--- config.mk ---
export PLATFORM = sky130hd
export DESIGN_NAME = loc_top
export DESIGN_NICKNAME = d
export VERILOG_FILES = /design/src/loc_top.v /design/src/loc_channel.v
export VERILOG_INCLUDE_DIRS = /design/src
export SDC_FILE = /design/constraint.sdc
export NUM_CORES = 1
export LEC_CHECK = 0
export ABC_CLOCK_PERIOD_IN_PS = 3400
export BUFFER_PORTS_ARGS = -buffer_cell sky130_fd_sc_hd__clkbuf_2
export CORE_ASPECT_RATIO = 1.1
export CORE_MARGIN = 4
export CORE_UTILIZATION = 50
export CTS_CLUSTER_DIAMETER = 100
export DETAILED_ROUTE_END_ITERATION = 10
export PLACE_DENSITY = 0.81
export SYNTH_ARGS = -nofsm -noshare
export SYNTH_HDL_FRONTEND = slang
export SYNTH_HIERARCHICAL = 1
export SYNTH_SLANG_ARGS = --single-unit
--- constraint.sdc ---
create_clock -name clock_in -period 3.4 [get_ports clock_in]
set_input_delay 0.51 -clock clock_in [delete_from_list [all_inputs] [get_ports clock_in]]
set_output_delay 0.51 -clock clock_in [all_outputs]
set_load 0.005 [all_outputs]
--- src/loc_consts.vh ---
// Constants of the logic output conditioner: register map, fields, resets, timing.
// Assumes an AXI4-Lite slave with 32-bit data and byte addresses.
`ifndef LOC_CONSTS_VH
`define LOC_CONSTS_VH
// ----------------------------------------
// Register byte offsets
// ----------------------------------------
`define LOC_OFF_CFG0 5'h00
`define LOC_OFF_TIM0 5'h04
`define LOC_OFF_CFG1 5'h08
`define LOC_OFF_TIM1 5'h0C
`define LOC_OFF_STAT 5'h10
// ----------------------------------------
// Config fields: [4:0] source, [8] polarity negative
// ----------------------------------------
`define LOC_SRC_W 5
`define LOC_POL_BIT 8
// Timing word: [15:0] turn-on delay ms, [29:16] holding time ms
`define LOC_DLY_MAX 16'hEA60
`define LOC_HLD_MAX 14'h270F
// ----------------------------------------
// Source codes
// ----------------------------------------
`define LOC_SRC_NONE 5'h00
`define LOC_SRC_NOFLT 5'h01
`define LOC_SRC_LINE 5'h1C
`define LOC_SRC_OUTC 5'h1D
`define LOC_SRC_PRE 5'h1E
`define LOC_SRC_DAMP 5'h1F
// ----------------------------------------
// Reset values and tick
// ----------------------------------------
`define LOC_RST_SRC 5'h00
`define LOC_RST_POL 1'b0
`define LOC_RST_DLY 16'h0000
`define LOC_RST_HLD 14'h0000
`define LOC_CLK_HZ 50000000
`define LOC_TICK_HZ 1000
`define LOC_TICK_CYC (`LOC_CLK_HZ / `LOC_TICK_HZ)
// Last divider count, one below the tick period in clocks
`define LOC_TICK_LAST 16'hC34F
`endif

--- src/loc_top.v ---
// Logic output conditioner: two outputs with AXI4-Lite configuration.
// Assumes synchronous inputs, 50 MHz clock, card presence from the board.
// Notes on behaviour
// - An output follows a rising source only after the turn-on delay, 0 to 60000 ms, default 0.
// - The turn-on delay is zero and unwritable for no-fault, output, precharge and line contactor sources.
// - An output follows a falling source only after the holding time, 0 to 9999 ms, default 0.
// - The holding time is zero and unwritable for no-fault, precharge and line contactor sources.
// - Polarity picks the output level for a true source, positive by default.
// - Polarity stays positive for no-fault, precharge and line contactor sources.
// - The selector defaults to unassigned and also offers the contactor and damper sources.
// - Configuration is reachable only while the expansion card is present.
//
// Decided for this implementation: the register addresses and the AXI4-Lite interface to the registers.
`timescale 1ns/1ps
`include "loc_consts.vh"
module loc_top (
  input wire clock_in,
  input wire rst_b_in,
  input wire card_present_in,
  input wire [31:0] src_vec_in,
  input wire [4:0] s_axi_awaddr,
  input wire s_axi_awvalid,
  output reg s_axi_awready,
  input wire [31:0] s_axi_wdata,
  input wire [3:0] s_axi_wstrb,
  input wire s_axi_wvalid,
  output reg s_axi_wready,
  output reg [1:0] s_axi_bresp,
  output reg s_axi_bvalid,
  input wire s_axi_bready,
  input wire [4:0] s_axi_araddr,
  input wire s_axi_arvalid,
  output reg s_axi_arready,
  output reg [31:0] s_axi_rdata,
  output reg [1:0] s_axi_rresp,
  output reg s_axi_rvalid,
  input wire s_axi_rready,
  output reg logic_out_one_out,
  output reg logic_out_two_out
);
  // ----------------------------------------
  // Millisecond tick
  // ----------------------------------------
  // Free-running divider: the tick phase is unrelated to source edges,
  // so every delay and hold can run up to one tick shorter than set
  reg [15:0] div_q;
  reg tick_q;
  always @(posedge clock_in or negedge rst_b_in) begin
    if (!rst_b_in) begin
      div_q <= 16'h0000;
      tick_q <= 1'b0;
    end else if (div_q == `LOC_TICK_LAST) begin
      div_q <= 16'h0000;
      tick_q <= 1'b1;
    end else begin
      div_q <= div_q + 16'h0001;
      tick_q <= 1'b0;
    end
  end
  // ----------------------------------------
  // Settings
  // ----------------------------------------
  reg [4:0] src_q [0:1];
  reg pol_q [0:1];
  reg [15:0] dly_q [0:1];
  reg [13:0] hld_q [0:1];
  reg [4:0] awaddr_q;
  reg [31:0] wdata_q;
  reg [3:0] wstrb_q;
  reg aw_got_q;
  reg w_got_q;
  wire do_wr;
  // Settings change one cycle after both halves are held, at the edge that raises bvalid
  assign do_wr = aw_got_q && w_got_q && !s_axi_bvalid;
  wire [1:0] chan_sts;
  // ----------------------------------------
  // Per-channel settings, locking and conditioning
  // ----------------------------------------
  genvar g;
  generate
    for (g = 0; g < 2; g = g + 1) begin : ch
      // Timing writes are judged against the source already selected
      wire [4:0] s = src_q[g];
      wire lock_ph = (s == `LOC_SRC_NOFLT) || (s == `LOC_SRC_PRE) || (s == `LOC_SRC_LINE);
      wire lock_d = lock_ph || (s == `LOC_SRC_OUTC);
      wire sel = (awaddr_q[4:3] == g) && !awaddr_q[4];
      wire [4:0] ns = wdata_q[4:0];
      wire nlock_ph = (ns == `LOC_SRC_NOFLT) || (ns == `LOC_SRC_PRE) || (ns == `LOC_SRC_LINE);
      wire nlock_d = nlock_ph || (ns == `LOC_SRC_OUTC);
      always @(posedge clock_in or negedge rst_b_in) begin
        if (!rst_b_in) begin
          src_q[g] <= `LOC_RST_SRC;
          pol_q[g] <= `LOC_RST_POL;
          dly_q[g] <= `LOC_RST_DLY;
          hld_q[g] <= `LOC_RST_HLD;
        end else if (do_wr && card_present_in && sel) begin
          if (!awaddr_q[2]) begin
            if (wstrb_q[0]) begin
              src_q[g] <= ns;
              if (nlock_d) dly_q[g] <= 16'h0000;
              if (nlock_ph) begin
                hld_q[g] <= 14'h0000;
                pol_q[g] <= 1'b0;
              end
            end
            // A source written in the same word decides the lock, else the present one
            if (wstrb_q[1] && !(wstrb_q[0] ? nlock_ph : lock_ph)) begin
              pol_q[g] <= wdata_q[`LOC_POL_BIT];
            end
          end else begin
            if (wstrb_q[1:0] == 2'b11 && !lock_d)
              dly_q[g] <= (wdata_q[15:0] > `LOC_DLY_MAX) ? `LOC_DLY_MAX : wdata_q[15:0];
            if (wstrb_q[3:2] == 2'b11 && !lock_ph)
              hld_q[g] <= (wdata_q[29:16] > {2'b00, `LOC_HLD_MAX}) ? `LOC_HLD_MAX : wdata_q[29:16];
          end
        end
      end
      // ----------------------------------------
      // Conditioning and output stage
      // ----------------------------------------
      wire lvl;
      loc_channel loc_channel_inst (
        .clock_in(clock_in),
        .rst_b_in(rst_b_in),
        .tick_in(tick_q),
        .src_in((s != `LOC_SRC_NONE) && src_vec_in[s]),
        .dly_in(dly_q[g]),
        .hld_in(hld_q[g]),
        .pol_neg_in(pol_q[g]),
        .state_out(chan_sts[g]),
        .level_out(lvl)
      );
      // Outputs stay inactive while the card is absent
      if (g == 0) begin : o0
        always @(posedge clock_in or negedge rst_b_in) begin
          if (!rst_b_in) logic_out_one_out <= 1'b0;
          else logic_out_one_out <= card_present_in & lvl;
        end
      end else begin : o1
        always @(posedge clock_in or negedge rst_b_in) begin
          if (!rst_b_in) logic_out_two_out <= 1'b0;
          else logic_out_two_out <= card_present_in & lvl;
        end
      end
    end
  endgenerate
  // ----------------------------------------
  // AXI4-Lite write
  // ----------------------------------------
  // Readies drop at each take and return after the response, so one write is in flight
  wire wr_hit = (awaddr_q <= `LOC_OFF_TIM1) && (awaddr_q[1:0] == 2'b00);
  always @(posedge clock_in or negedge rst_b_in) begin
    if (!rst_b_in) begin
      s_axi_awready <= 1'b1;
      s_axi_wready <= 1'b1;
      s_axi_bvalid <= 1'b0;
      s_axi_bresp <= 2'h0;
      aw_got_q <= 1'b0;
      w_got_q <= 1'b0;
      awaddr_q <= 5'h00;
      wdata_q <= 32'h00000000;
      wstrb_q <= 4'h0;
    end else begin
      if (s_axi_awvalid && s_axi_awready) begin
        awaddr_q <= s_axi_awaddr;
        aw_got_q <= 1'b1;
        s_axi_awready <= 1'b0;
      end
      if (s_axi_wvalid && s_axi_wready) begin
        wdata_q <= s_axi_wdata;
        wstrb_q <= s_axi_wstrb;
        w_got_q <= 1'b1;
        s_axi_wready <= 1'b0;
      end
      if (do_wr) begin
        s_axi_bvalid <= 1'b1;
        // Absent card or unmapped address gives SLVERR
        s_axi_bresp <= (wr_hit && card_present_in) ? 2'h0 : 2'h2;
      end
      if (s_axi_bvalid && s_axi_bready) begin
        s_axi_bvalid <= 1'b0;
        aw_got_q <= 1'b0;
        w_got_q <= 1'b0;
        s_axi_awready <= 1'b1;
        s_axi_wready <= 1'b1;
      end
    end
  end
  // ----------------------------------------
  // AXI4-Lite read
  // ----------------------------------------
  // Read data is registered at the address take; rvalid rises at that same edge
  reg [31:0] rd_d;
  reg rd_ok;
  always @* begin
    rd_d = 32'h00000000;
    rd_ok = card_present_in;
    case (s_axi_araddr)
      `LOC_OFF_CFG0: rd_d = {23'h000000, pol_q[0], 3'h0, src_q[0]};
      `LOC_OFF_TIM0: rd_d = {2'h0, hld_q[0], dly_q[0]};
      `LOC_OFF_CFG1: rd_d = {23'h000000, pol_q[1], 3'h0, src_q[1]};
      `LOC_OFF_TIM1: rd_d = {2'h0, hld_q[1], dly_q[1]};
      `LOC_OFF_STAT: begin
        rd_d = {29'h00000000, card_present_in, chan_sts};
        rd_ok = 1'b1;
      end
      default: rd_ok = 1'b0;
    endcase
  end
  always @(posedge clock_in or negedge rst_b_in) begin
    if (!rst_b_in) begin
      s_axi_arready <= 1'b1;
      s_axi_rvalid <= 1'b0;
      s_axi_rdata <= 32'h00000000;
      s_axi_rresp <= 2'h0;
    end else if (s_axi_arvalid && s_axi_arready) begin
      s_axi_arready <= 1'b0;
      s_axi_rvalid <= 1'b1;
      s_axi_rdata <= rd_ok ? rd_d : 32'h00000000;
      s_axi_rresp <= rd_ok ? 2'h0 : 2'h2;
    end else if (s_axi_rvalid && s_axi_rready) begin
      s_axi_rvalid <= 1'b0;
      s_axi_arready <= 1'b1;
    end
  end
endmodule // loc_top

--- src/loc_channel.v ---
// One conditioned output: delay on rise, hold on fall, polarity.
// Assumes a one-cycle 1 ms tick and settings already forced by the caller.
`timescale 1ns/1ps
module loc_channel (
  input wire clock_in,
  input wire rst_b_in,
  input wire tick_in,
  input wire src_in,
  input wire [15:0] dly_in,
  input wire [13:0] hld_in,
  input wire pol_neg_in,
  output reg state_out,
  output reg level_out
);
  reg [15:0] cnt_q;
  wire [15:0] limit;
  assign limit = state_out ? {2'b00, hld_in} : dly_in;
  always @(posedge clock_in or negedge rst_b_in) begin
    if (!rst_b_in) begin
      cnt_q <= 16'h0000;
      state_out <= 1'b0;
      level_out <= 1'b0;
    end else begin
      level_out <= state_out ^ pol_neg_in;
      if (src_in == state_out) begin
        // Source back at the present state: restart so short pulses are ignored
        cnt_q <= 16'h0000;
      end else if (cnt_q >= limit) begin
        state_out <= src_in;
        cnt_q <= 16'h0000;
      end else if (tick_in) begin
        cnt_q <= cnt_q + 16'h0001;
      end
    end
  end
endmodule // loc_channel

==> results of run 1 <==
-- metrics by stage --
stage               cell area [um2]   util
floorplan                     10700      -
global placement              11500  0.555
detailed placement            11500  0.555
CTS                           12300  0.594
global route                  12300  0.594
finish                        12300  0.594
-- routing by layer --
metal / global-route usage / routed length, um / part of all wire
met5: 0 / 0 / 0
met2: 0.375 / 13100 / 0.48
met3: 0.0407 / 2200 / 0.081
met1: 0.303 / 10900 / 0.40
met4: 0.0822 / 992 / 0.036
-- power by group through the flow --
stage | clock [uW] | sequential [uW] | combinational [uW]
after global placement | 0 | 3720 | 2220
after detailed placement | 0 | 3750 | 2300
after CTS | 2640 | 3720 | 2350
after floorplan | 0 | 3340 | 2020
after global routing | 2740 | 3820 | 2530
final | 2610 | 3750 | 2340
-- cells by family after synthesis --
| kind of cell | Yosys count | synth area share |
|---|---|---|
| fa+ha+maj | 35 | 0.0409 |
| mux | 110 | 0.125 |
| other cells | 1 | 0.000350 |
| flops | 205 | 0.480 |
| compound gates | 212 | 0.150 |
| buf+inv | 64 | 0.0300 |
| xor+xnor | 47 | 0.0385 |
| simple gates | 268 | 0.136 |
-- registers in the layout (all words and copies together), names as in the netlist, 2 cells and up --
| register | count |
|---|---|
| div_q | 16 |
| hld_q | 28 |
| wstrb_q | 4 |
| ch.s | 10 |
| awaddr_q | 5 |
| ch.loc_channel_inst/cnt_q | 32 |
| s_axi_rdata | 30 |
| wdata_q | 30 |
| ch.loc_channel_inst/level_out | 2 |
| dly_q | 32 |
| pol_q | 2 |
| ch.loc_channel_inst/state_out | 2 |
-- worst max-delay path: stages (launching register included) --
cell and delay [ns]:
sky130_fd_sc_hd__dfrtp_1 0.83, sky130_fd_sc_hd__mux4_2 0.58, sky130_fd_sc_hd__mux2i_1 0.16, sky130_fd_sc_hd__nor3_1 0.06
sky130_fd_sc_hd__a211o_1 0.36, sky130_fd_sc_hd__xor2_1 0.33, sky130_fd_sc_hd__o211ai_4 0.25, sky130_fd_sc_hd__a311oi_1 0.27
-- synth_stat cells (11+ instances only) --
cell type	instances
sky130_fd_sc_hd__nor2_1	58
sky130_fd_sc_hd__buf_2	13
sky130_fd_sc_hd__o2bb2ai_1	23
sky130_fd_sc_hd__nand3_1	25
sky130_fd_sc_hd__dfrtp_1	202
sky130_fd_sc_hd__a22oi_1	28
sky130_fd_sc_hd__nand4_1	17
sky130_fd_sc_hd__mux4_2	13
sky130_fd_sc_hd__a22o_1	28
sky130_fd_sc_hd__mux2i_1	42
sky130_fd_sc_hd__xnor2_1	16
sky130_fd_sc_hd__a21oi_1	19
sky130_fd_sc_hd__mux2_2	53
sky130_fd_sc_hd__nand2_1	83
sky130_fd_sc_hd__nor2_2	11
sky130_fd_sc_hd__inv_1	17
sky130_fd_sc_hd__xor2_1	31
sky130_fd_sc_hd__o21ai_0	56
sky130_fd_sc_hd__ha_1	35
sky130_fd_sc_hd__clkbuf_1	15
-- layout by cell type (no fill, tap or decap), types with 5 or more instances in the layout --
master,n
sky130_fd_sc_hd__buf_4,14
sky130_fd_sc_hd__nand2_1,83
sky130_fd_sc_hd__o21ai_1,8
sky130_fd_sc_hd__a211oi_1,5
sky130_fd_sc_hd__o2bb2ai_1,23
sky130_fd_sc_hd__and3_1,10
sky130_fd_sc_hd__o21a_1,5
sky130_fd_sc_hd__nor2_1,58
sky130_fd_sc_hd__clkbuf_8,5
sky130_fd_sc_hd__a22oi_1,28
sky130_fd_sc_hd__nand3_1,25
sky130_fd_sc_hd__inv_1,17
sky130_fd_sc_hd__a22o_1,28
sky130_fd_sc_hd__nor2b_1,6
sky130_fd_sc_hd__clkbuf_16,23
sky130_fd_sc_hd__mux4_2,13
sky130_fd_sc_hd__dfrtp_1,202
sky130_fd_sc_hd__nand2b_1,6
sky130_fd_sc_hd__o2111ai_1,5
sky130_fd_sc_hd__mux2i_1,42
sky130_fd_sc_hd__nand4_1,17
sky130_fd_sc_hd__ha_1,35
sky130_fd_sc_hd__mux2_2,53
sky130_fd_sc_hd__nor3_2,5
sky130_fd_sc_hd__o21ai_0,56
sky130_fd_sc_hd__xor2_1,31
sky130_fd_sc_hd__clkbuf_2,120
sky130_fd_sc_hd__xnor2_1,16
sky130_fd_sc_hd__nor4_1,6
sky130_fd_sc_hd__nor3_1,6
sky130_fd_sc_hd__nor2_2,11
sky130_fd_sc_hd__a21oi_1,19
-- cell type report --
type	count	area [um2]	share of cell area
inverter	17	63.8	0.00517
sequential	205	5130	0.416
tap	285	357	0.0289
clock buffer	30	642	0.0520
multi-input combinational	676	5260	0.426
timing repair buffer	135	719	0.0583
clock inverter	10	160	0.0130
-- final timing paths --
check / from / end / depth (start not counted) / slack (ns)
min in group clock_in: s_axi_awvalid / s_axi_awready / 2 / 0.19
max reg2reg: ch[1].s[0] / ch[1].loc_channel_inst/cnt_q[13] / 7 / 0.46
min reg2reg: ch[1].loc_channel_inst/level_out / logic_out_two_out / 1 / 0.46
min: rst_b_in / s_axi_rdata[9] / 1 / 0.04
max: ch[1].s[0] / ch[1].loc_channel_inst/cnt_q[13] / 7 / 0.46
max in group asynchronous: rst_b_in / wstrb_q[1] / 2 / 2.42
==> flow_results.org, run 1 <==
** Setup path
- Endpoint kind of the worst setup timing path :: flip-flop
- Setup crit start kind :: flip-flop
- At the worst endpoint, the arrival time is 3.35 ns.
- CP Max Fanout :: 18
- Classification of the worst setup path :: flip-flop to flip-flop
- At the worst endpoint, the required time is ~3.8 ns.

** CTS
- Gates resized during post-CTS repair numbered 0.
- Clock Path Buffers :: 3
- CTS built an H-tree with a depth of 1.
- The cell sitting at the root of the clock tree is a sky130_fd_sc_hd__clkbuf_16.
- Number of buffers inserted during clock tree synthesis :: 22
- CTS tree :: built
- After clock tree synthesis, the clock-pin slew on the worst setup and hold paths is 0.06 ns.
- Clock insertion delay at the later pin of the skew report :: 0.50 ns
- The clock net in this run drives a total of just over 200 sinks.
- In this run, post-CTS hold repair placed 0 buffers.
- The number of setup buffers added after CTS is 0.

** Synthesis
- Share of synthesized area occupied by flip-flops and latches :: 0.480
- Async SR Flop Fraction :: 1.00
- Total of flip-flops plus latches after synthesis :: 205
- Number of enable-type register cells in the synthesized netlist :: 0
- In the synthesized netlist the dominant register cell turns out to be sky130_fd_sc_hd__dfrtp_1.
- The largest total area in the synthesized netlist belongs to sky130_fd_sc_hd__dfrtp_1.
- After synthesis the cells add up to roughly 11000 um2.
- Leading post-synthesis cells by cell area :: sky130_fd_sc_hd__dfrtp_1 47%, sky130_fd_sc_hd__mux2_2 5.6%, sky130_fd_sc_hd__ha_1 4.1%
- Counting every instance in the synthesized netlist gives between 900 and 1000.
- Area share of the largest cell type after synthesis :: 0.472
- Count of yosys warnings during synthesis :: 6
- After synthesis, the mean cell area works out to around 11 um2.
- Synthesis instantiated 79 different standard cells from the library.

** STA
- Hold timing on the final database bottoms out at a slack of 0.0358 ns.
- The max-slew violation count came to 0.
- Period utilization :: 0.866
- Final setup fails :: 0
- Final critical path time including I/O delays and setup :: between 2 and 3 ns
- Between clock sinks in the finished design, the worst skew comes to 0.00899 ns.
- Final worst setup slack :: 0.456 ns
- At the pin with the least slew margin, the transition time is 0.825 ns.
- Maximum clock rate :: around 340 MHz
- Total negative slack for setup checks :: 0 ns
- Hold violation total from the final report :: 0
- The worst pin sits at a relative slew slack of 0.450.
- Setup repair after global routing left no endpoint under its margin.

** Global routing
- The via count of the first global-routing pass came to just over 8000.
- Number of antenna violations at the first check in global routing :: 0
- After global routing the overflow that remains totals 0.
- First-pass GRT wire length :: 44100 um
- GRT Total Usage :: 0.227
- Entering global routing, the biggest net connects 84 pins.

** Route
- The first TritonRoute pass finished after 8 iterations.
- DR vias/cell :: roughly 6.1
- Wires add up to 27200 um.
- The first routing iteration left 774 violations.
- DRC Markers :: 0
- The routed layout has 8240 vias.
- The count of nets left with antenna violations once routing finished came out at 0.
- After detailed routing, the average wire length per cell comes to about 20 um.

** Power
- Overall power consumption after layout is estimated at 8710 uW.
- Of the total power, the clock network draws 0.300.
- Net switching fraction of the power :: 0.343
- For this design the static power due to leakage is 0.00543 uW.
- Power Internal :: 5730 uW
- Power density relative to cell area :: between 700 and 800 nW/um2
- Of the total power, combinational logic draws 0.269.
- Net switching component of the power :: between 2000 and 3000 uW
- Peak ir drop on the vdd network :: roughly 0.55 mV
- Of the total power, registers draw 0.431.

** Place
- DP Cell Count :: 1318
- DP HPWL :: 19800 um
- Number of buffers inserted by port buffering :: ~120
- Setup Slack @ Placement :: 0.511 ns
- The congestion estimate from routability-driven global placement came to 0.908.

** Run status
- The flow ran to the end, and the final reports show no timing, DRC or antenna violations.

** Floorplanning
- For this configuration, the core starts out at a cell density of 0.515.
- The floorplan step defined a core boundary enclosing 20800 um2.
- Vertical extent of the die :: between 150 and 200 um
- For this design the top-level I/O count stands at 129.
- The floorplan has 55 rows.
- Floorplan die area :: around 24000 um2
- From left edge to right edge, the die measures ~150 um.

** Hold path
- Path class of the lowest-slack min-delay path :: primary input to asynchronous set/reset pin

** Finish
- In the final layout, the share of cells above drive strength 1 is 0.267.
- Layout fillers :: approximately 1700
- Layout-stage area growth over the synthesis result :: 15.2%
- Final net count :: 1178
- Antenna cell count :: 0
- Excluding fillers, the count of instances in the completed layout stands at 1358.

** Job
- The tool flagged a number of max-cap violations equal to 0.
(Power assumes the default switching activity.)
==> run 2: changes to the inputs <==
--- a/config.mk
+++ b/config.mk
@@ -13,7 +13,7 @@
 export CORE_UTILIZATION = 50
 export CTS_CLUSTER_DIAMETER = 100
 export DETAILED_ROUTE_END_ITERATION = 10
-export PLACE_DENSITY = 0.81
+export PLACE_DENSITY = 0.7
 export SYNTH_ARGS = -nofsm -noshare
 export SYNTH_HDL_FRONTEND = slang
 export SYNTH_HIERARCHICAL = 1
==> run 2 against run 1 <==
- utilization rose by 0.096 points
- count of clock-buffer cells in the layout rose by 2
- flip-flop and latch count did not move
- register-to-register slack improved by 0.03 ns
- cell count barely moved
- clock power rose by 2%
- highest routed layer unchanged
==> flow_results.org, run 2 (synthesized netlist as in run 1, its figures left out) <==
** Run status
- The flow ran to the end, and the final reports show no timing, DRC or antenna violations.

** CTS
- The number of setup buffers added after CTS came to 0 (unchanged).
- Clock net sink count :: 205 (unchanged)
- The post-cts hold buffer count is 0 (unchanged).
- The total number of H-tree levels came to 1 (unchanged).
- The number of buffers on the longest clock path came to 3 (unchanged).
- Clock root buffer master :: sky130_fd_sc_hd__clkbuf_16
- Clock-pin slew on the worst setup and hold paths :: 0.06 ns (about the same)
- Number of buffers inserted during clock tree synthesis :: 23 (+4.5%)
- The number of cells upsized or downsized after cts came to 0 (unchanged).
- CTS tree :: built
- The clock network latency to the later pin of the worst-skew pair came to 0.52 ns (+0.02 ns).

** Route
- DRC Markers :: 0 (unchanged)
- The number of violations reported at the end of detailed-routing iteration 0 is 555 (-28%).
- Post-Route WL :: 26800 um (-1.6%)
- The post-detailed-route wirelength per cell was 19.7 um (-1.5%).
- Routed via count :: 7879 (-4.4%)
- The detailed-router iteration count before antenna repair came to 5 (-3).
- The average via count per standard cell was 5.81 (-4.3%).
- DRT antenna net count :: 0 (unchanged)

** Floorplanning
- Vertical extent of the die :: 161 um (unchanged)
- Standard-cell row count :: 55 (unchanged)
- The core footprint is 20800 um2 (unchanged).
- Effective utilization at floorplan :: 0.515 (unchanged)
- Floorplan die area :: 23800 um2 (unchanged)
- The die span in x was 148 um (unchanged).
- I/O pin count :: 129 (unchanged)

** Setup path
- The number of cells on the worst reg-to-reg path was 7 (unchanged).
- The worst endpoint data arrival time came to 3.33 ns (-0.02 ns).
- The most critical setup path has its startpoint at ch[1].s[0].
- The critical path data required time is 3.82 ns (+0.02 ns).
- Endpoint kind of the worst setup timing path :: flip-flop
- Classification of the worst setup path :: flip-flop to flip-flop
- Beginning of the worst register-to-register path :: ch[1].s[0]
- Worst reg2reg path endpoint :: ch[1].loc_channel_inst/cnt_q[13]
- Worst R2R Setup Slack :: 0.49 ns (+0.03 ns)
- Setup crit start kind :: flip-flop
- Critical Path Sink :: ch[1].loc_channel_inst/cnt_q[13]
- CP Max Fanout :: 18 (unchanged)

** STA
- Slew of the pin with the lowest slew margin :: 0.891 ns (+0.0657 ns)
- The total count of hold-check failures in the final report is 0 (unchanged).
- The maximum clock rate was 344 MHz (+1.2%).
- Total negative slack for setup checks :: 0 ns (unchanged)
- Final critical path time including I/O delays and setup :: 2.91 ns (-0.0348 ns)
- The maximum clock skew at final layout is 0.0115 ns (+0.00255 ns).
- The ratio of final minimum period to clock period is 0.856 (-0.0102).
- Final setup fails :: 0 (unchanged)
- Max-slew violation total from the final report :: 0 (unchanged)
- The final critical-path setup slack was 0.491 ns (+0.0348 ns).
- Setup repair after global routing missed its margin :: false
- Max transition margin :: 0.400 (-0.0501)

** Global routing
- Largest net degree at the start of global routing :: 74 (-12%)
- The overall routing resource usage was 0.223 (-0.00433).
- Via count of the first global-routing pass :: 7800 (-5.9%)
- The first-pass GRT wire length came to 43100 um (-2.4%).
- Global-route congestion overflow total :: 0 (unchanged)
- The initial antenna violation count is 0 (unchanged).

** Finish
- Post-layout utilization of the core :: 0.595 (+0.000963)
- The antenna diode instance count is 0 (unchanged).
- The final-layout fill cell count was 1740 (+3.8%).
- Leaving out fill and tap cells, the most frequent cell in the layout is sky130_fd_sc_hd__dfrtp_1.
- The filler-free cell count of the finished design came to 1357 (-0.074%).
- Commonest cells after routing, fill and taps aside :: 202 x sky130_fd_sc_hd__dfrtp_1, 120 x sky130_fd_sc_hd__clkbuf_2, 83 x sky130_fd_sc_hd__nand2_1
- The number of nets in the layout was 1177 (-0.085%).
- Largest registers :: ch.loc_channel_inst/cnt_q: 32 flops, dly_q: 32 flops
- The fraction of final layout cells sized beyond drive strength 1 came to 0.265 (-0.00255).
- From synthesis to final layout, the design area changed by 15.4%.

** Place
- Final Wtd Congestion :: 0.902 (-0.63%)
- The number of cells in the design after placement is 1316 (-0.15%).
- The port buffer count is 121 (unchanged).
- The placed wire-length estimate was 19700 um (-0.50%).
- Setup Slack @ Placement :: 0.519 ns (+0.00845 ns)

** Power
- Power density relative to cell area :: 705 nW/um2 (-0.15%)
- The leakage power figure is 0.00543 uW (about the same).
- Peak ir drop on the vdd network :: 0.505 mV (-7.6%)

** Hold path
- Path class of the lowest-slack min-delay path :: primary input to asynchronous set/reset pin

** Job
- The number of maximum-capacitance violations came to 0 (unchanged).
-- run 2: changes by cell type in the layout (fill, tap and decap cells not counted), sizes merged --
cell / change
clkbuf: +2
inv: +1
buf: -2
clkinv: -2
-- run 2: cell type report --
type,count,area [um2],share of cell area
sequential,205,5130,0.415
inverter,17,63.8,0.00516
clock buffer,32,649,0.0526
timing repair buffer,133,729,0.0590
multi-input combinational,676,5260,0.426
clock inverter,9,163,0.0132
tap,285,357,0.0289
-- run 2: worst max-delay path, cell delays in order, from the launching register on --
cell                        delay, ns
sky130_fd_sc_hd__dfrtp_1         0.83
sky130_fd_sc_hd__mux4_2          0.60
sky130_fd_sc_hd__o2111ai_1       0.19
sky130_fd_sc_hd__nand2_1         0.08
sky130_fd_sc_hd__a211o_1         0.33
sky130_fd_sc_hd__xor2_1          0.29
sky130_fd_sc_hd__o211ai_4        0.23
sky130_fd_sc_hd__a311oi_1        0.24
-- run 2: routing by layer --
metal  GRT usage  part of all wire
met3      0.0345             0.057
met1       0.316              0.44
met2       0.359              0.47
met5           0                 0
met4      0.0636             0.027
-- run 2: where the power goes --
group          switching (uW)  internal [uW]
combinational            1180           1130
clock                    1000           1640
sequential                781           2970
total                    2970           5740
-- run 2: worst min path at each step --
stage,startpoint,end,slack (ns),depth (start not counted)
5_1_grt,rst_b_in,ch[1].loc_channel_inst/cnt_q[11],0.06,1
2_1_floorplan,rst_b_in,aw_got_q,0.21,0
4_1_cts,rst_b_in,ch[1].loc_channel_inst/cnt_q[11],0.03,1
6_report,rst_b_in,ch[1].loc_channel_inst/cnt_q[11],0.004,1
3_3_place_gp,s_axi_rdata[13],s_axi_rdata[13],0.46,2
3_5_place_dp,ch[1].loc_channel_inst/level_out,logic_out_two_out,0.46,1
-- run 2: through the flow --
stage                     power [uW]  cell area, um2  hold WS (ns)
after global placement          5980           11500         0.460
after floorplan                 5370           10700         0.214
after CTS                       8740           12400        0.0285
after detailed placement        6070           11500         0.458
after global routing            9150           12400        0.0581
final                           8710           12400       0.00392
